--- src/cfgsb_pkg.sv ---
package cfgsb_pkg;
	// ****************************************
	// Widths
	// ****************************************
	localparam int SLICE_W = 4;
	localparam int DATA_W = 32;
	localparam int STATUS_W = 53;
	localparam int CPL_ERR_W = 7;
	localparam int HP_W = 5;
	localparam int HDR_W = 128;
	localparam int HDR_WORDS = 4;
	localparam int HDR_LAST = 3;
	localparam int HALF_W = 16;
	localparam int OUTSTANDING_W = 8;

	// ****************************************
	// Completion error report bits
	// ****************************************
	localparam int ERR_CA = 2;
	localparam int ERR_UNEXP = 3;
	localparam int ERR_UR_POSTED = 4;
	localparam int ERR_UR_NONPOSTED = 5;
	localparam int ERR_LOG_HDR = 6;

	// ****************************************
	// Hot-plug bits
	// ****************************************
	localparam int HP_ATTN = 0;
	localparam int HP_PRESENCE = 1;
	localparam int HP_LATCH = 2;
	localparam int HP_PFAULT = 3;
	localparam int HP_PWR = 4;

	// ****************************************
	// Header log words over the management port
	// ****************************************
	localparam logic [11:0] LMI_HDR_BASE = 12'h81C;
	localparam logic [11:0] LMI_HDR_STEP = 12'h004;
	localparam logic [11:0] LMI_HDR_LAST = 12'h828;

	// ****************************************
	// Status vector layout
	// ****************************************
	localparam int ST_DEVSTS_LSB = 49;
	localparam int ST_SLOT_DLL = 48;
	localparam int ST_SLOT_CC = 47;
	localparam int ST_LINK_LSB = 31;
	localparam int ST_DEEMPH = 30;
	localparam int ST_PRIM_LSB = 25;
	localparam int ST_SEC_MDPE = 24;
	localparam int ST_ROOT_LSB = 6;
	localparam int ST_SEC_LSB = 1;
	localparam int ST_MDPE = 0;
	localparam int ROOT_STS_W = 18;
	localparam int ERRS_W = 5;
	localparam int DEVSTS_W = 4;

	// Device status bits
	localparam int DS_UR = 3;
	localparam int DS_FATAL = 2;
	localparam int DS_NONFATAL = 1;
	localparam int DS_CORR = 0;

	// ****************************************
	// Slice indices and fields
	// ****************************************
	localparam logic [3:0] SL_DEVCTL = 4'h0;
	localparam logic [3:0] SL_TCMAP = 4'hE;
	localparam logic [3:0] SL_MSIDATA = 4'hF;
	localparam int MRRS_LSB = 12;
	localparam int MPS_LSB = 5;
	localparam int ECRC_GEN_BIT = 25;
	localparam int ECRC_CHK_BIT = 24;
	localparam int TCMAP_W = 24;
	localparam int BUSDEV_W = 13;
	localparam logic [2:0] SIZE_MAX_CODE = 3'h5;
	localparam logic [15:0] PAD16 = 16'h0000;
	localparam logic [7:0] PAD8 = 8'h00;
	localparam logic [5:0] PAD6 = 6'h00;
	localparam logic [2:0] PAD3 = 3'h0;

	// ****************************************
	// Enumerations
	// ****************************************
	typedef enum logic [1:0] {MSG_NONE, MSG_CORR, MSG_NONFATAL, MSG_FATAL} err_msg_t;
	typedef enum logic [1:0] {KIND_CA, KIND_UNEXP, KIND_UR_POSTED, KIND_UR_NONPOSTED} report_kind_t;
endpackage : cfgsb_pkg

--- src/cfgsb_if.sv ---
`timescale 1ns/1ns
`default_nettype none
interface cfgsb_if;
	import cfgsb_pkg::*;
	logic [CPL_ERR_W-1:0] cpl_err;
	logic cpl_pending;
	logic [HP_W-1:0] hot_plug;
	logic [11:0] lmi_addr;
	logic [DATA_W-1:0] lmi_din;
	logic lmi_wren;
	logic lmi_ack;
	logic [SLICE_W-1:0] config_slice_index;
	logic [DATA_W-1:0] config_mux_data;
	logic [STATUS_W-1:0] config_status_vector;

	modport core (
		input cpl_err, cpl_pending, hot_plug, lmi_addr, lmi_din, lmi_wren,
		output lmi_ack, config_slice_index, config_mux_data, config_status_vector
	);
	modport app (
		output cpl_err, cpl_pending, hot_plug, lmi_addr, lmi_din, lmi_wren,
		input lmi_ack, config_slice_index, config_mux_data, config_status_vector
	);
endinterface : cfgsb_if
`default_nettype wire

--- src/cfgsb_core_end.sv ---
// How it works
// - App sends abort completion before reporting
// - Errors 2 to 5 set status, send messages
// - App reports unflagged unexpected completions
// - Posted unsupported request reported, no completion
// - App sends UR completion then reports
// - Header-log bit accompanies a reported error when a header is logged
// - Header written first, four words, MSW first
// - Pending flag held while completions awaited
// - Index advances each clock, slice presented
// - Slices presented in round-robin order
// - Status vector refreshed every clock
// - Bypass mode removes index, data, status
// - Device and slot status bits at top
// - Link status and de-emphasis mapped
// - Primary, secondary and root status mapped
// - Hot-plug zero outside root-port slot mode
// - Hot-plug bits meanings; absent features zero
// - Power controller status sets command completed
// - Slices 0 to 4 layout
// - Slices 5 to F layout
// - Root-only fields zero for endpoints, except slot command completed
// - Size codes limited to 128..4096 bytes
`timescale 1ns/1ns
`default_nettype none
module cfgsb_core_end (
	// Clock and reset
	input wire logic MCLK,
	input wire logic RST_B,
	// Link to application end
	cfgsb_if.core LINK,
	// Mode
	input wire logic ROOT_PORT,
	input wire logic BYPASS,
	// Configuration space contents
	input wire logic [15:0] DEV_CTRL,
	input wire logic [15:0] DEVICE_CONTROL_SECOND_WORD,
	input wire logic [15:0] SLOT_CTRL,
	input wire logic [15:0] LINK_CTRL,
	input wire logic [15:0] LINK_CONTROL_SECOND_WORD,
	input wire logic [15:0] PRM_CMD,
	input wire logic [7:0] ROOT_CTRL,
	input wire logic [15:0] SEC_CTRL,
	input wire logic [7:0] SEC_BUS,
	input wire logic [7:0] SUB_BUS,
	input wire logic [63:0] MSI_ADDR,
	input wire logic [19:0] IO_BASE,
	input wire logic [19:0] IO_LIMIT,
	input wire logic [11:0] NONPREFETCH_WINDOW_BASE,
	input wire logic [11:0] NONPREFETCH_WINDOW_LIMIT,
	input wire logic [43:0] PREFETCH_WINDOW_BASE,
	input wire logic [43:0] PREFETCH_WINDOW_LIMIT,
	input wire logic [31:0] PMCSR,
	input wire logic [15:0] MSIX_CTRL,
	input wire logic [15:0] MSI_CTRL,
	input wire logic ECRC_GEN,
	input wire logic ECRC_CHECK,
	input wire logic [23:0] TC_MAP,
	input wire logic [15:0] MSI_DATA,
	input wire logic [12:0] BUS_DEV,
	// Status sources
	input wire logic [15:0] LINK_STATUS,
	input wire logic DEEMPH_LEVEL,
	input wire logic [4:0] PRIM_STS_ERR,
	input wire logic [4:0] SEC_STS_ERR,
	input wire logic SEC_MDPE,
	input wire logic MDPE,
	input wire logic [17:0] ROOT_STATUS,
	input wire logic DLL_STATE_CHANGED,
	input wire logic FATAL_DETECTED,
	input wire logic NONFATAL_DETECTED,
	input wire logic CORR_DETECTED,
	// Write-one-to-clear strobes
	input wire logic [3:0] DEV_STS_CLEAR,
	input wire logic SLOT_CC_CLEAR,
	input wire logic HDR_LOG_CLEAR,
	// Results
	output logic ERR_MSG_VALID,
	output cfgsb_pkg::err_msg_t ERR_MSG_KIND,
	output logic [127:0] HDR_LOG,
	output logic HDR_LOG_VALID,
	output logic [3:0] HP_EVENT,
	output logic CPL_PENDING_SEEN
);
	import cfgsb_pkg::*;

	// ****************************************
	// Helpers
	// ****************************************
	function automatic logic [2:0] size_code(input logic [2:0] c);
		size_code = (c > SIZE_MAX_CODE) ? SIZE_MAX_CODE : c;
	endfunction : size_code

	// ****************************************
	// State
	// ****************************************
	logic [SLICE_W-1:0] index_reg, index_next;
	logic [DATA_W-1:0] data_reg, data_next;
	logic [STATUS_W-1:0] status_reg, status_next;
	logic [DEVSTS_W-1:0] devsts_reg, devsts_next;
	logic slot_cc_reg, slot_cc_next;
	logic pwr_prev_reg, pwr_prev_next;
	logic [DATA_W-1:0] hdr_words_reg [HDR_WORDS];
	logic [DATA_W-1:0] hdr_words_next [HDR_WORDS];
	logic ack_reg, ack_next;
	logic msg_valid_reg, msg_valid_next;
	err_msg_t msg_kind_reg, msg_kind_next;
	logic [HDR_W-1:0] hdr_log_reg, hdr_log_next;
	logic hdr_valid_reg, hdr_valid_next;
	logic [3:0] hp_event_reg, hp_event_next;
	logic pending_reg, pending_next;

	// ****************************************
	// Slice rotation
	// ****************************************
	always_comb begin
		logic [15:0] devctl;
		logic rp;
		rp = ROOT_PORT;
		devctl = DEV_CTRL;
		devctl[MRRS_LSB +: 3] = size_code(DEV_CTRL[MRRS_LSB +: 3]);
		devctl[MPS_LSB +: 3] = size_code(DEV_CTRL[MPS_LSB +: 3]);
		index_next = SLICE_W'(index_reg + 1'b1);
		// Root-only fields read zero for endpoints
		case (index_next)
			4'h0: data_next = {devctl, DEVICE_CONTROL_SECOND_WORD};
			4'h1: data_next = {PAD16, rp ? SLOT_CTRL : PAD16};
			4'h2: data_next = {LINK_CTRL, LINK_CONTROL_SECOND_WORD};
			4'h3: data_next = {PAD8, PRM_CMD, rp ? ROOT_CTRL : PAD8};
			4'h4: data_next = rp ? {SEC_CTRL, SEC_BUS, SUB_BUS} : '0;
			4'h5: data_next = {MSI_ADDR[11:0], rp ? IO_BASE : 20'h00000};
			4'h6: data_next = {MSI_ADDR[43:32], rp ? IO_LIMIT : 20'h00000};
			4'h7: data_next = rp ? {PAD8, NONPREFETCH_WINDOW_BASE, NONPREFETCH_WINDOW_LIMIT} : '0;
			4'h8: data_next = rp ? PREFETCH_WINDOW_BASE[31:0] : '0;
			4'h9: data_next = {MSI_ADDR[31:12], rp ? PREFETCH_WINDOW_BASE[43:32] : 12'h000};
			4'hA: data_next = rp ? PREFETCH_WINDOW_LIMIT[31:0] : '0;
			4'hB: data_next = {MSI_ADDR[63:44], rp ? PREFETCH_WINDOW_LIMIT[43:32] : 12'h000};
			4'hC: data_next = PMCSR;
			4'hD: data_next = {MSIX_CTRL, MSI_CTRL};
			4'hE: data_next = {PAD6, ECRC_GEN, ECRC_CHECK, TC_MAP};
			4'hF: data_next = {MSI_DATA, PAD3, BUS_DEV};
			default: data_next = '0;
		endcase
		if (BYPASS) begin
			index_next = '0;
			data_next = '0;
		end
	end

	// ****************************************
	// Error status, messages, hot-plug
	// ****************************************
	always_comb begin
		logic [DEVSTS_W-1:0] set;
		logic pwr;
		logic nonfatal_ev;
		logic corr_ev;
		set = '0;
		// Aborts and posted UR are non-fatal; unexpected and non-posted UR are advisory
		nonfatal_ev = LINK.cpl_err[ERR_CA] | LINK.cpl_err[ERR_UR_POSTED];
		corr_ev = LINK.cpl_err[ERR_UNEXP] | LINK.cpl_err[ERR_UR_NONPOSTED];
		set[DS_UR] = LINK.cpl_err[ERR_UR_POSTED] | LINK.cpl_err[ERR_UR_NONPOSTED];
		set[DS_NONFATAL] = nonfatal_ev | NONFATAL_DETECTED;
		set[DS_CORR] = corr_ev | CORR_DETECTED;
		set[DS_FATAL] = FATAL_DETECTED;
		// Set wins over a clear in the same cycle
		devsts_next = (devsts_reg & ~DEV_STS_CLEAR) | set;
		msg_valid_next = nonfatal_ev | corr_ev;
		// One message per cycle; the more severe one is sent
		msg_kind_next = nonfatal_ev ? MSG_NONFATAL : (corr_ev ? MSG_CORR : MSG_NONE);
		// Hot-plug lines count only in root-port mode outside bypass
		pwr = LINK.hot_plug[HP_PWR] & ROOT_PORT & ~BYPASS;
		pwr_prev_next = pwr;
		slot_cc_next = (slot_cc_reg & ~SLOT_CC_CLEAR) | (pwr ^ pwr_prev_reg);
		hp_event_next = (ROOT_PORT & ~BYPASS) ? LINK.hot_plug[HP_PFAULT:HP_ATTN] : 4'h0;
		pending_next = LINK.cpl_pending;
		status_next = '0;
		if (!BYPASS) begin
			status_next[ST_DEVSTS_LSB +: DEVSTS_W] = devsts_reg;
			status_next[ST_SLOT_DLL] = ROOT_PORT & DLL_STATE_CHANGED;
			status_next[ST_SLOT_CC] = slot_cc_reg;
			status_next[ST_LINK_LSB +: HALF_W] = LINK_STATUS;
			status_next[ST_DEEMPH] = DEEMPH_LEVEL;
			status_next[ST_PRIM_LSB +: ERRS_W] = PRIM_STS_ERR;
			status_next[ST_SEC_MDPE] = ROOT_PORT & SEC_MDPE;
			status_next[ST_ROOT_LSB +: ROOT_STS_W] = ROOT_PORT ? ROOT_STATUS : '0;
			status_next[ST_SEC_LSB +: ERRS_W] = ROOT_PORT ? SEC_STS_ERR : '0;
			status_next[ST_MDPE] = MDPE;
		end
	end

	// ****************************************
	// Header log capture
	// ****************************************
	always_comb begin
		logic [11:0] off;
		logic hit;
		off = 12'(LINK.lmi_addr - LMI_HDR_BASE);
		hit = (LINK.lmi_addr >= LMI_HDR_BASE) && (LINK.lmi_addr <= LMI_HDR_LAST)
			&& (off[1:0] == 2'h0);
		hdr_words_next = hdr_words_reg;
		// Every write is acknowledged; only header addresses are stored
		ack_next = LINK.lmi_wren;
		if (LINK.lmi_wren && hit) begin
			hdr_words_next[off[3:2]] = LINK.lmi_din;
		end
		hdr_log_next = hdr_log_reg;
		hdr_valid_next = hdr_valid_reg & ~HDR_LOG_CLEAR;
		if (LINK.cpl_err[ERR_LOG_HDR] && (|LINK.cpl_err[ERR_UR_NONPOSTED:ERR_CA])) begin
			hdr_log_next = {hdr_words_reg[0], hdr_words_reg[1], hdr_words_reg[2],
				hdr_words_reg[3]};
			hdr_valid_next = 1'b1;
		end
	end

	// ****************************************
	// Registers
	// ****************************************
	always_ff @(posedge MCLK) begin
		if (!RST_B) begin
			index_reg <= SL_MSIDATA;
			data_reg <= '0;
			status_reg <= '0;
			devsts_reg <= '0;
			slot_cc_reg <= 1'b0;
			pwr_prev_reg <= 1'b0;
			for (int i = 0; i < HDR_WORDS; i++) begin
				hdr_words_reg[i] <= '0;
			end
			ack_reg <= 1'b0;
			msg_valid_reg <= 1'b0;
			msg_kind_reg <= MSG_NONE;
			hdr_log_reg <= '0;
			hdr_valid_reg <= 1'b0;
			hp_event_reg <= '0;
			pending_reg <= 1'b0;
		end else begin
			index_reg <= index_next;
			data_reg <= data_next;
			status_reg <= status_next;
			devsts_reg <= devsts_next;
			slot_cc_reg <= slot_cc_next;
			pwr_prev_reg <= pwr_prev_next;
			hdr_words_reg <= hdr_words_next;
			ack_reg <= ack_next;
			msg_valid_reg <= msg_valid_next;
			msg_kind_reg <= msg_kind_next;
			hdr_log_reg <= hdr_log_next;
			hdr_valid_reg <= hdr_valid_next;
			hp_event_reg <= hp_event_next;
			pending_reg <= pending_next;
		end
	end

	assign LINK.config_slice_index = index_reg;
	assign LINK.config_mux_data = data_reg;
	assign LINK.config_status_vector = status_reg;
	assign LINK.lmi_ack = ack_reg;
	assign ERR_MSG_VALID = msg_valid_reg;
	assign ERR_MSG_KIND = msg_kind_reg;
	assign HDR_LOG = hdr_log_reg;
	assign HDR_LOG_VALID = hdr_valid_reg;
	assign HP_EVENT = hp_event_reg;
	assign CPL_PENDING_SEEN = pending_reg;
endmodule : cfgsb_core_end
`default_nettype wire

--- src/flat_wrapper.sv ---
// flat-port wrapper written by rule: the top's interface ports become plain ports
module cfgsb_core_end_flat import cfgsb_pkg::*;
  (MCLK, RST_B, ROOT_PORT, BYPASS, DEV_CTRL, DEVICE_CONTROL_SECOND_WORD, SLOT_CTRL, LINK_CTRL, LINK_CONTROL_SECOND_WORD, PRM_CMD, ROOT_CTRL, SEC_CTRL, SEC_BUS, SUB_BUS, MSI_ADDR, IO_BASE, IO_LIMIT, NONPREFETCH_WINDOW_BASE, NONPREFETCH_WINDOW_LIMIT, PREFETCH_WINDOW_BASE, PREFETCH_WINDOW_LIMIT, PMCSR, MSIX_CTRL, MSI_CTRL, ECRC_GEN, ECRC_CHECK, TC_MAP, MSI_DATA, BUS_DEV, LINK_STATUS, DEEMPH_LEVEL, PRIM_STS_ERR, SEC_STS_ERR, SEC_MDPE, MDPE, ROOT_STATUS, DLL_STATE_CHANGED, FATAL_DETECTED, NONFATAL_DETECTED, CORR_DETECTED, DEV_STS_CLEAR, SLOT_CC_CLEAR, HDR_LOG_CLEAR, ERR_MSG_VALID, ERR_MSG_KIND, HDR_LOG, HDR_LOG_VALID, HP_EVENT, CPL_PENDING_SEEN, LINK_cpl_err, LINK_cpl_pending, LINK_hot_plug, LINK_lmi_addr, LINK_lmi_din, LINK_lmi_wren, LINK_lmi_ack, LINK_config_slice_index, LINK_config_mux_data, LINK_config_status_vector);
  cfgsb_if LINK_i ();
  input wire logic MCLK;
  input wire logic RST_B;
  input wire logic ROOT_PORT;
  input wire logic BYPASS;
  input wire logic [15:0] DEV_CTRL;
  input wire logic [15:0] DEVICE_CONTROL_SECOND_WORD;
  input wire logic [15:0] SLOT_CTRL;
  input wire logic [15:0] LINK_CTRL;
  input wire logic [15:0] LINK_CONTROL_SECOND_WORD;
  input wire logic [15:0] PRM_CMD;
  input wire logic [7:0] ROOT_CTRL;
  input wire logic [15:0] SEC_CTRL;
  input wire logic [7:0] SEC_BUS;
  input wire logic [7:0] SUB_BUS;
  input wire logic [63:0] MSI_ADDR;
  input wire logic [19:0] IO_BASE;
  input wire logic [19:0] IO_LIMIT;
  input wire logic [11:0] NONPREFETCH_WINDOW_BASE;
  input wire logic [11:0] NONPREFETCH_WINDOW_LIMIT;
  input wire logic [43:0] PREFETCH_WINDOW_BASE;
  input wire logic [43:0] PREFETCH_WINDOW_LIMIT;
  input wire logic [31:0] PMCSR;
  input wire logic [15:0] MSIX_CTRL;
  input wire logic [15:0] MSI_CTRL;
  input wire logic ECRC_GEN;
  input wire logic ECRC_CHECK;
  input wire logic [23:0] TC_MAP;
  input wire logic [15:0] MSI_DATA;
  input wire logic [12:0] BUS_DEV;
  input wire logic [15:0] LINK_STATUS;
  input wire logic DEEMPH_LEVEL;
  input wire logic [4:0] PRIM_STS_ERR;
  input wire logic [4:0] SEC_STS_ERR;
  input wire logic SEC_MDPE;
  input wire logic MDPE;
  input wire logic [17:0] ROOT_STATUS;
  input wire logic DLL_STATE_CHANGED;
  input wire logic FATAL_DETECTED;
  input wire logic NONFATAL_DETECTED;
  input wire logic CORR_DETECTED;
  input wire logic [3:0] DEV_STS_CLEAR;
  input wire logic SLOT_CC_CLEAR;
  input wire logic HDR_LOG_CLEAR;
  output logic ERR_MSG_VALID;
  output cfgsb_pkg::err_msg_t ERR_MSG_KIND;
  output logic [127:0] HDR_LOG;
  output logic HDR_LOG_VALID;
  output logic [3:0] HP_EVENT;
  output logic CPL_PENDING_SEEN;
  input wire logic [$bits(LINK_i.cpl_err)-1:0] LINK_cpl_err;
  input wire logic [$bits(LINK_i.cpl_pending)-1:0] LINK_cpl_pending;
  input wire logic [$bits(LINK_i.hot_plug)-1:0] LINK_hot_plug;
  input wire logic [$bits(LINK_i.lmi_addr)-1:0] LINK_lmi_addr;
  input wire logic [$bits(LINK_i.lmi_din)-1:0] LINK_lmi_din;
  input wire logic [$bits(LINK_i.lmi_wren)-1:0] LINK_lmi_wren;
  output wire logic [$bits(LINK_i.lmi_ack)-1:0] LINK_lmi_ack;
  output wire logic [$bits(LINK_i.config_slice_index)-1:0] LINK_config_slice_index;
  output wire logic [$bits(LINK_i.config_mux_data)-1:0] LINK_config_mux_data;
  output wire logic [$bits(LINK_i.config_status_vector)-1:0] LINK_config_status_vector;
  assign LINK_i.cpl_err = LINK_cpl_err;
  assign LINK_i.cpl_pending = LINK_cpl_pending;
  assign LINK_i.hot_plug = LINK_hot_plug;
  assign LINK_i.lmi_addr = LINK_lmi_addr;
  assign LINK_i.lmi_din = LINK_lmi_din;
  assign LINK_i.lmi_wren = LINK_lmi_wren;
  assign LINK_lmi_ack = LINK_i.lmi_ack;
  assign LINK_config_slice_index = LINK_i.config_slice_index;
  assign LINK_config_mux_data = LINK_i.config_mux_data;
  assign LINK_config_status_vector = LINK_i.config_status_vector;
  cfgsb_core_end u_core (.MCLK(MCLK), .RST_B(RST_B), .LINK(LINK_i), .ROOT_PORT(ROOT_PORT), .BYPASS(BYPASS), .DEV_CTRL(DEV_CTRL), .DEVICE_CONTROL_SECOND_WORD(DEVICE_CONTROL_SECOND_WORD), .SLOT_CTRL(SLOT_CTRL), .LINK_CTRL(LINK_CTRL), .LINK_CONTROL_SECOND_WORD(LINK_CONTROL_SECOND_WORD), .PRM_CMD(PRM_CMD), .ROOT_CTRL(ROOT_CTRL), .SEC_CTRL(SEC_CTRL), .SEC_BUS(SEC_BUS), .SUB_BUS(SUB_BUS), .MSI_ADDR(MSI_ADDR), .IO_BASE(IO_BASE), .IO_LIMIT(IO_LIMIT), .NONPREFETCH_WINDOW_BASE(NONPREFETCH_WINDOW_BASE), .NONPREFETCH_WINDOW_LIMIT(NONPREFETCH_WINDOW_LIMIT), .PREFETCH_WINDOW_BASE(PREFETCH_WINDOW_BASE), .PREFETCH_WINDOW_LIMIT(PREFETCH_WINDOW_LIMIT), .PMCSR(PMCSR), .MSIX_CTRL(MSIX_CTRL), .MSI_CTRL(MSI_CTRL), .ECRC_GEN(ECRC_GEN), .ECRC_CHECK(ECRC_CHECK), .TC_MAP(TC_MAP), .MSI_DATA(MSI_DATA), .BUS_DEV(BUS_DEV), .LINK_STATUS(LINK_STATUS), .DEEMPH_LEVEL(DEEMPH_LEVEL), .PRIM_STS_ERR(PRIM_STS_ERR), .SEC_STS_ERR(SEC_STS_ERR), .SEC_MDPE(SEC_MDPE), .MDPE(MDPE), .ROOT_STATUS(ROOT_STATUS), .DLL_STATE_CHANGED(DLL_STATE_CHANGED), .FATAL_DETECTED(FATAL_DETECTED), .NONFATAL_DETECTED(NONFATAL_DETECTED), .CORR_DETECTED(CORR_DETECTED), .DEV_STS_CLEAR(DEV_STS_CLEAR), .SLOT_CC_CLEAR(SLOT_CC_CLEAR), .HDR_LOG_CLEAR(HDR_LOG_CLEAR), .ERR_MSG_VALID(ERR_MSG_VALID), .ERR_MSG_KIND(ERR_MSG_KIND), .HDR_LOG(HDR_LOG), .HDR_LOG_VALID(HDR_LOG_VALID), .HP_EVENT(HP_EVENT), .CPL_PENDING_SEEN(CPL_PENDING_SEEN));
endmodule
--- config.mk ---
export PLATFORM = sky130hd
export DESIGN_NAME = cfgsb_core_end_flat
export DESIGN_NICKNAME = d
export VERILOG_FILES = /design/src/cfgsb_pkg.sv /design/src/cfgsb_if.sv /design/src/cfgsb_core_end.sv /design/src/flat_wrapper.sv
export SDC_FILE = /design/constraint.sdc
export NUM_CORES = 1
export LEC_CHECK = 0
export ABC_AREA = 1
export BUFFER_PORTS_ARGS = -buffer_cell sky130_fd_sc_hd__buf_2
export CORE_AREA = 2 2 322 324
export CTS_BUF_LIST = sky130_fd_sc_hd__clkbuf_4 sky130_fd_sc_hd__clkbuf_8 sky130_fd_sc_hd__clkbuf_16
export DETAILED_ROUTE_END_ITERATION = 7
export DIE_AREA = 0 0 324 326
export REMOVE_ABC_BUFFERS = 1
export SYNTH_ARGS = -nofsm -noshare
export SYNTH_HDL_FRONTEND = slang
export SYNTH_SLANG_ARGS = --single-unit
--- constraint.sdc ---
create_clock -name MCLK -period 4.15 [get_ports MCLK]
set_clock_uncertainty 0.05 [all_clocks]
set_input_delay 0.2075 -clock MCLK [delete_from_list [all_inputs] [get_ports MCLK]]
set_output_delay 0.2075 -clock MCLK [all_outputs]
set_load 0.03 [all_outputs]
# --- After elaboration in Yosys (flattened, before gate mapping) ---
# Cells that the tools add are included.
word_totals:
  register_bits: 361
  latchBits: 0
  mem_bits_rw: 0
  rom_bits: 0
  input_bits: 590
  out_inout_bits: 227
  memories: 0
op_classes:
  n_addsub: 2
  mul: 0
  div_mod_pow: 0
  n_lt_le_gt_ge: 6
  eq_ne: 15
  shift: 0
  muxes: 20
  bitwise: 24
  reduce_logical: 12
op_table:
  columns: ["op", "count"]
  rows:
  - ["case mux 32 bit (16 select lines)", 1]
  - ["bitwise mux 128 bit", 1]
  - ["2-to-1 mux 32 bit", 4]
  - ["demux 32 bit (select 2 bit)", 1]
  - ["2-to-1 mux 20 bit", 2]
  - ["equality test 4 bit (second input constant)", 8]
  - ["2-to-1 mux 12 bit", 2]
  - ["2-to-1 mux 24 bit", 1]
  - ["equality test 4 x 3 -> 1 bit (second input constant)", 4]
  - ["2-to-1 mux 16 bit", 1]
  - [">= comparator 12 bit (second input constant)", 1]
  - ["<= comparator 12 bit (second input constant)", 1]
  - ["equality test 4 x 2 -> 1 bit (second input constant)", 2]
  - ["2-to-1 mux 8 bit", 1]
  - ["AND 1 bit", 7]
  - ["OR 1 bit", 7]
  - ["> comparator 3 bit (second input constant)", 2]
  - ["2-to-1 mux 3 bit", 2]
  - ["logical AND 1 bit", 5]
  - ["NOT 1 bit", 5]
  - ["adder 4 x 1 -> 4 bit (second input constant)", 1]
  - ["AND 4 bit", 1]
  - ["equality test 4 x 1 -> 1 bit (second input constant)", 1]
  - ["zero test 4 bit", 1]
  - ["15 further kinds", 17]

# --- Longest topological paths before layout ---
# Gate-level depths: netlist of the first run.
depth:
  depth_word: 7
  depth_mapped: 14

# --- Worst setup path before layout of the first run ---
# Ideal clock, no wire load.
synth_path:
  kind: "reg2reg"
  from: "register u_core.index_reg[0] (netlist: u_core.LINK.config_slice_index[0])"
  to: "register u_core.data_reg[9] (netlist: u_core.LINK.config_mux_data[9])"
  arrival_time_ns: 2.058
  t_required_ns: 4.030
  setup_slack_ns: 1.972
  stages_incl_launch_ff: 14
  n_path_buf: 2
  path_cell_list: "dfxtp_1 -> ha_1 -> nor2_1 -> inv_1 -> nand2_1 -> buf_2 -> nor2_1 -> buf_2 -> nand3_1 -> nand2_1 -> nor2_1 -> nand2_1 -> nand2_1 -> a21oi_1"
synth_via:
  elab_chain_len: 3
  elab_cells_between_ends: 18
  cone_classes: "add/sub (1); eq/ne (15); mux (1); reduce/logical (1)"
synth_rtl:
  columns: ["item", "line", "rtl"]
  rows:
  - ["start: declaration", "cfgsb_core_end.sv:97", "logic [SLICE_W-1:0] index_reg, index_next;"]
  - ["start signal: assignment", "cfgsb_core_end.sv:238", "index_reg <= index_next;"]
  - ["adder 4 x 1 -> 4 bit (*)", "cfgsb_core_end.sv:123", "index_next = SLICE_W'(index_reg + 1'b1);"]
  - ["equality test 4 bit, or another cell as far along", "cfgsb_core_end.sv:125", "case (index_next)"]
  - ["case mux 32 bit (16 select lines) (*)", "cfgsb_core_end.sv:125", null]
  - ["end signal: assignment", "cfgsb_core_end.sv:239", "data_reg <= data_next;"]
  - ["end: declaration", "cfgsb_core_end.sv:98", "logic [DATA_W-1:0] data_reg, data_next;"]
# Mark *: on every way between the ends. The rest lies on a longest branch, timed or not.
# A chain may end at the register's enable or synchronous reset.

# --- Final worst setup path of the first run ---
layout_path:
  from: "register u_core.index_reg[0] (netlist: u_core.LINK.config_slice_index[0])"
  to: "register u_core.data_reg[13] (netlist: u_core.LINK.config_mux_data[13])"
# The elaborated chain is that of the path after synthesis.

==> results.yml, run 1 <==
status:
  status: "complete, no violations"
critical_path:
  cp_max_fo: 9
  critical-path-top-delay-family: "simple AND/OR/NAND/NOR gates"
  startpoint_type: "flop"
  crit_path_end_kind: "flop"
  critPathMaxStageDelay_ps: 600
  crit_required_ps: 4650
  cpMostUsedCell: "nand2_1"
  cp.arrival_ps: 4320
  critical_path_class: "reg2reg"
  crit_buf_inv: 4
  cp_slowest_cell: "nor2_1"
  crit_chain: "ha_1, nand2_1, inv_1, nor2_4, nand2_1, nor2_1, nand2_1, nand2_1, inv_1, nand2_1, dlygate4sd3_1, nand2_1, a21oi_1, dlygate4sd3_1"
routing:
  drc_errors: 0
  drt_first_pass_iters: 6
  drt_iter0_markers: 2037
  drtAntennaViolNets: 0
  wirelength_mm: 112
  wl_per_cell_um: 22.1
  via_count: 22000
  avgViaCountPerCell: 4.34
place:
  dp.cells: 4796
  preCtsSetupSlack_ps: 1150
  portBuffers: 814
  dpl.hpwl_mm: 86.2
  gp_congestion: 0.975
global_route:
  antenna_found_initial: 60
  grt_pass1_wl_mm: 151
  grt_pass1_vias: 20400
  grt_overflow: 0
  grt_start_max_net_pins: 266
  track_usage: 0.202
power_and_ir_drop:
  powerDensity_nw_per_um2: 379
  irDropWorstVdd_mv: 0.291
  p_leak_nw: 14.0
floorplan:
  ioPinCount: 817
  die_x_um: 324
  num_rows: 118
  core-area_um2: 103000
  chipHeight_um: 326
  dieArea_um2: 106000
  start_util: 0.170
sta:
  hold_viol: 0
  setup_viol: 0
  setup_slack_ps: 336
  worst_pin_slew_ps: 1060
  whs_ps: 68.9
  fmax_ghz: 0.262
  drv_slew: 0
  max_slew_margin: 0.296
  rsz0062_at_grt: "false"
  fin_crit_ps: 3810
  tns_ps: 0
  finalCritPeriodShare: 0.919
cts:
  cts_max_level: 2
  cts_max_path_buffers: 3
  numCtsBuffers: 43
  cts.reportedPaths.clkPinSlew_ps: 70
  clock_sinks: 361
  cts_tree: "done"
  postCtsSetupRepairBufs: 0
  clk_latency_ps: 590
  clockRootBuffer: "clkbuf_16"
synth:
  syn_inst: 2751
  yosysSeqAreaShare: 0.414
  synth.ff_latch_count: 361
  yosysUniqueCellTypes: 23
  syn-mean-instance-area_um2: 6.34
  synth_area_um2: 17500
  ys_warn_count: 0
finish:
  nNetsFinal: 4220
  multi_input_area_um2: 8210
  area_growth_pct: 50.7
  drive_above_1_share: 0.261
  fin_cells: 5065
  final-seq-area_um2: 7230
  fillers: 11600
flow_run:
  cap_violations: 0
worst_hold_path:
  hp-class: "in2reg"
stage by stage:
stage	total power [W]	util	area (µm²)
final	0.00996	0.256	26300
after global routing	0.0104	0.256	26300
after CTS	0.0101	0.256	26200
after detailed placement	0.00568	0.224	23000
after global placement	0.00568	0.224	23000
after floorplan	0.00461	-	16700
path summary, 6_finish.rpt:
check / from / to / slack [ps] / depth (start not counted)
worst max-delay path: u_core.LINK.config_slice_index[0]$_SDFF_PN1_ / u_core.LINK.config_mux_data[13]$_SDFF_PP0_ / 340 / 14
worst min-delay path: LINK_cpl_err[4] / u_core.devsts_reg[3]$_SDFF_PN0_ / 70 / 3
worst max register to register: u_core.LINK.config_slice_index[0]$_SDFF_PN1_ / u_core.LINK.config_mux_data[13]$_SDFF_PP0_ / 340 / 14
worst min register to register: u_core.devsts_reg[2]$_SDFF_PN0_ / u_core.LINK.config_status_vector[51]$_SDFF_PP0_ / 390 / 2
final cells by class:
| cell class | instances | share of cell area |
|---|---|---|
| timing repair buffer | 1025 | 0.235 |
| multi-input combinational | 1839 | 0.312 |
| sequential | 361 | 0.275 |
| clock inverter | 16 | 0.0105 |
| antenna | 27 | 0.00257 |
| inverter | 356 | 0.0510 |
| tap | 1380 | 0.0657 |
| clock buffer | 61 | 0.0482 |
synthesized netlist by cell type:
cell type / n / share of area
nand3_1: 96 / 0.028
buf_1: 35 / 0.0075
nor2_2: 2 / 0.00072
a31oi_1: 6 / 0.0022
nor3_1: 8 / 0.0023
dfxtp_1: 361 / 0.41
nor3b_1: 1 / 0.00043
or2_2: 1 / 0.00036
a21o_1: 1 / 0.00043
ha_1: 4 / 0.0029
clkbuf_1: 125 / 0.027
clkinv_1: 3 / 0.00065
o21ai_0: 195 / 0.056
o211ai_1: 1 / 0.00043
nor2_1: 429 / 0.092
o31ai_1: 1 / 0.00043
nand4_1: 208 / 0.075
nand2_1: 697 / 0.15
inv_1: 353 / 0.076
nand3b_1: 2 / 0.00086
a21oi_1: 186 / 0.053
buf_2: 35 / 0.010
o41ai_1: 1 / 0.00050
what timing repair did:
| action | in CTS | in global routing |
|---|---|---|
| endpoints found under the setup margin | 0 | 0 |
| gates resized for setup | 0 | 0 |
| endpoints found under the hold margin | 227 | 0 |
| hold buffers | 165 | 0 |
report_power, final:
| group | leakage, nW | switching, W | internal, W |
|---|---|---|---|
| clock network | 0.751 | 0.00170 | 0.00247 |
| logic | 10.3 | 0.00146 | 0.000677 |
| registers | 2.95 | 0.0000560 | 0.00359 |
worst min-delay path, cell delays in order:
cell and delay [ps]:
buf_2 110, nor3_1 180, nor2_1 140
kinds of logic (layout without fill, tap and decap cells):
logic type               after synthesis  in the layout  share of synthesized area
adder cells (fa/ha/maj)                4              4                    0.00287
AND/OR/NAND/NOR                     1444           1444                      0.349
flip-flops                           361            361                      0.414
AO/OA/AOI/OAI                        391            391                      0.113
other                                  0             27                          0
buffers and inverters                551           1458                      0.121
metal layers:
layer / GRT usage / routed length [µm] / part of all wire / vias up
met5: 0 / 102 / 0.00091 / -
met4: 0.0647 / 3530 / 0.032 / 16
met3: 0.0663 / 11300 / 0.10 / 208
met2: 0.308 / 47800 / 0.43 / 1141
met1: 0.269 / 49200 / 0.44 / 10100
li1: - / - / - / 10500
cell usage in the layout (no fill, tap or decap), types with 2 or more instances in the layout:
master         instances
nand2_1              691
dlygate4sd3_1        165
clkinv_2               2
inv_6                  2
nor3_1                 8
dfxtp_1              361
inv_16                 2
ha_4                   3
nor2_1               425
buf_12                 8
clkinv_1               3
diode_2               27
clkbuf_4               9
buf_4                 39
nand4_1              208
a31oi_1                6
buf_2                812
nand2_2                3
clkinvlp_4             5
clkbuf_8               9
inv_1                351
bufinv_16              5
nand3b_1               2
a21oi_1              186
nand3_1               95
nor2_4                 3
nor2_2                 3
nand2_4                3
clkbuf_16             43
o21ai_0              195
Power figures use the tool's default switching activity.
==> run 2, diff against run 1 <==
--- a/config.mk
+++ b/config.mk
@@ -7,11 +7,10 @@
 export LEC_CHECK = 0
 export ABC_AREA = 1
 export BUFFER_PORTS_ARGS = -buffer_cell sky130_fd_sc_hd__buf_2
-export CORE_AREA = 2 2 322 324
+export CORE_AREA = 5 5 316 318
 export CTS_BUF_LIST = sky130_fd_sc_hd__clkbuf_4 sky130_fd_sc_hd__clkbuf_8 sky130_fd_sc_hd__clkbuf_16
 export DETAILED_ROUTE_END_ITERATION = 7
-export DIE_AREA = 0 0 324 326
-export REMOVE_ABC_BUFFERS = 1
+export DIE_AREA = 0 0 321 323
 export SYNTH_ARGS = -nofsm -noshare
 export SYNTH_HDL_FRONTEND = slang
 export SYNTH_SLANG_ARGS = --single-unit
==> run 2 against run 1 <==
Compared with the run above:
- sequential share of layout area up 0.27 points
- cell area down 0.96%
- worst hold slack better by 0.71 ps
- via count down 0.25%
- sequential power about the same
- global-route usage up 1.8 points
- clock power down 2%
- setup slack better by 240 ps
- die area down 1.8%
- utilization up 1.4 points
==> results.yml, run 2 (same netlist as run 1, synthesis figures left out) <==
sta:
  finalCritPeriodShare: 0.861
  drv_slew: 0
  worst_pin_slew_ps: 1010
  tns_ps: 0
  rsz0062_at_grt: "false"
  setup_viol: 0
  fmax_ghz: 0.280
  fin_crit_ps: 3570
  max_slew_margin: 0.323
  hold_viol: 0
routing:
  drtAntennaViolNets: 0
  avgViaCountPerCell: 4.42
  drc_errors: 0
  drt_first_pass_iters: 6
  drt_iter0_markers: 1906
  via_count: 21900
  wl_per_cell_um: 24.5
  wirelength_mm: 122
finish:
  drive_above_1_share: 0.262
  fillers: 10900
  area_growth_pct: 49.2
  nNetsFinal: 4210
  layout_commonest_cell: "buf_2"
  design_area_um2: 26000
  final_cell_mix: "812 x buf_2, 690 x nand2_1, 426 x nor2_1"
  final-seq-area_um2: 7230
  post-route-util: 0.271
  multi_input_area_um2: 8200
global_route:
  antenna_found_initial: 92
  grt_pass1_wl_mm: 161
  grt_overflow: 0
  track_usage: 0.221
  grt_pass1_vias: 20500
  grt_start_max_net_pins: 101
place:
  gp_congestion: 0.993
  placed_cell_area_um2: 22800
  portBuffers: 814
  dpl.hpwl_mm: 98.1
floorplan:
  start_util: 0.181
  ioPinCount: 817
  chipHeight_um: 323
  core-area_um2: 96300
  num_rows: 114
  die_x_um: 321
  dieArea_um2: 104000
critical_path:
  worstReg2RegStart: "u_core.LINK.config_slice_index[0]$_SDFF_PN1_"
  crit_start: "u_core.LINK.config_slice_index[0]$_SDFF_PN1_"
  critical_path_class: "reg2reg"
  cp.arrival_ps: 4060
  crit_required_ps: 4640
  startpoint_type: "flop"
  cp_max_fo: 28
  crit_path_end_kind: "flop"
power_and_ir_drop:
  irDropWorstVdd_mv: 0.322
  p_leak_nw: 13.9
  powerDensity_nw_per_um2: 379
cts:
  postCtsSetupRepairBufs: 0
  cts_resized: 0
  numCtsBuffers: 45
  clockRootBuffer: "clkbuf_16"
  cts_tree: "done"
  cts_max_level: 2
  clk_latency_ps: 620
  clock_sinks: 361
  cts_max_path_buffers: 3
  cts.reportedPaths.clkPinSlew_ps: 60
worst_hold_path:
  min_from: "PMCSR[10]"
  hp-class: "in2reg"
status:
  status: "complete, no violations"
synth:
  synth_fp_nets: 3345
flow_run:
  cap_violations: 0
run 2: path summary, 6_finish.rpt:
path,end,slack [ps],cells past startpoint
worst max-delay path,u_core.LINK.config_mux_data[8]$_SDFF_PP0_,580,13
worst min-delay path,u_core.LINK.config_mux_data[10]$_SDFF_PP0_,70,5
worst max register to register,u_core.LINK.config_mux_data[8]$_SDFF_PP0_,580,13
worst min register to register,u_core.LINK.config_status_vector[52]$_SDFF_PP0_,380,2
run 2: layer usage:
layer	track usage	vias up	routed length (µm)
li1	-	10500	-
met1	0.266	10100	46600
met2	0.374	1103	58200
met3	0.0647	233	12100
met4	0.0823	8	4510
met5	0	-	51
run 2: layout make-up:
type	instances	area share
diodes	41	0.00394
flip-flops and latches	361	0.277
well taps	1276	0.0613
inverters	356	0.0515
clock inverters	20	0.00966
clock buffers	62	0.0501
multi-input cells	1839	0.315
repair buffers	1013	0.231
run 2: critical path: stages (launching register included):
cell	delay, ps
dfxtp_1	530
ha_1	300
nor2_1	100
inv_1	110
nand2_4	220
nor2_2	860
buf_4	260
nand3_1	70
nand2_1	80
inv_1	40
nand2_1	110
nor2_1	60
a21oi_1	140
dlygate4sd3_1	560
run 2: power breakdown:
group	internal, W	total (W)	switching [W]
Sequential	0.00359	0.00365	0.0000549
Combinational	0.000650	0.00211	0.00146
Clock	0.00237	0.00410	0.00173
Total	0.00661	0.00986	0.00325
run 2: repair_timing:
action	4_1_cts	5_1_grt
endpoints found under the hold margin	235	0
setup endpoints to repair	0	0
hold buffers	158	0
run 2: per-stage QoR:
| stage | setup slack [ps] | cells | hold WS, ps | power (W) |
|---|---|---|---|---|
| detailed placement | 1180 | 4687 | 349 | 0.00569 |
| global route | 378 | 4955 | 55.8 | 0.0103 |
| floorplan | 1970 | 2751 | 251 | 0.00471 |
| CTS | 658 | 4927 | 11.1 | 0.00998 |
| global placement | 1210 | 4687 | 344 | 0.00569 |
| finish | 575 | 4968 | 69.6 | 0.00986 |
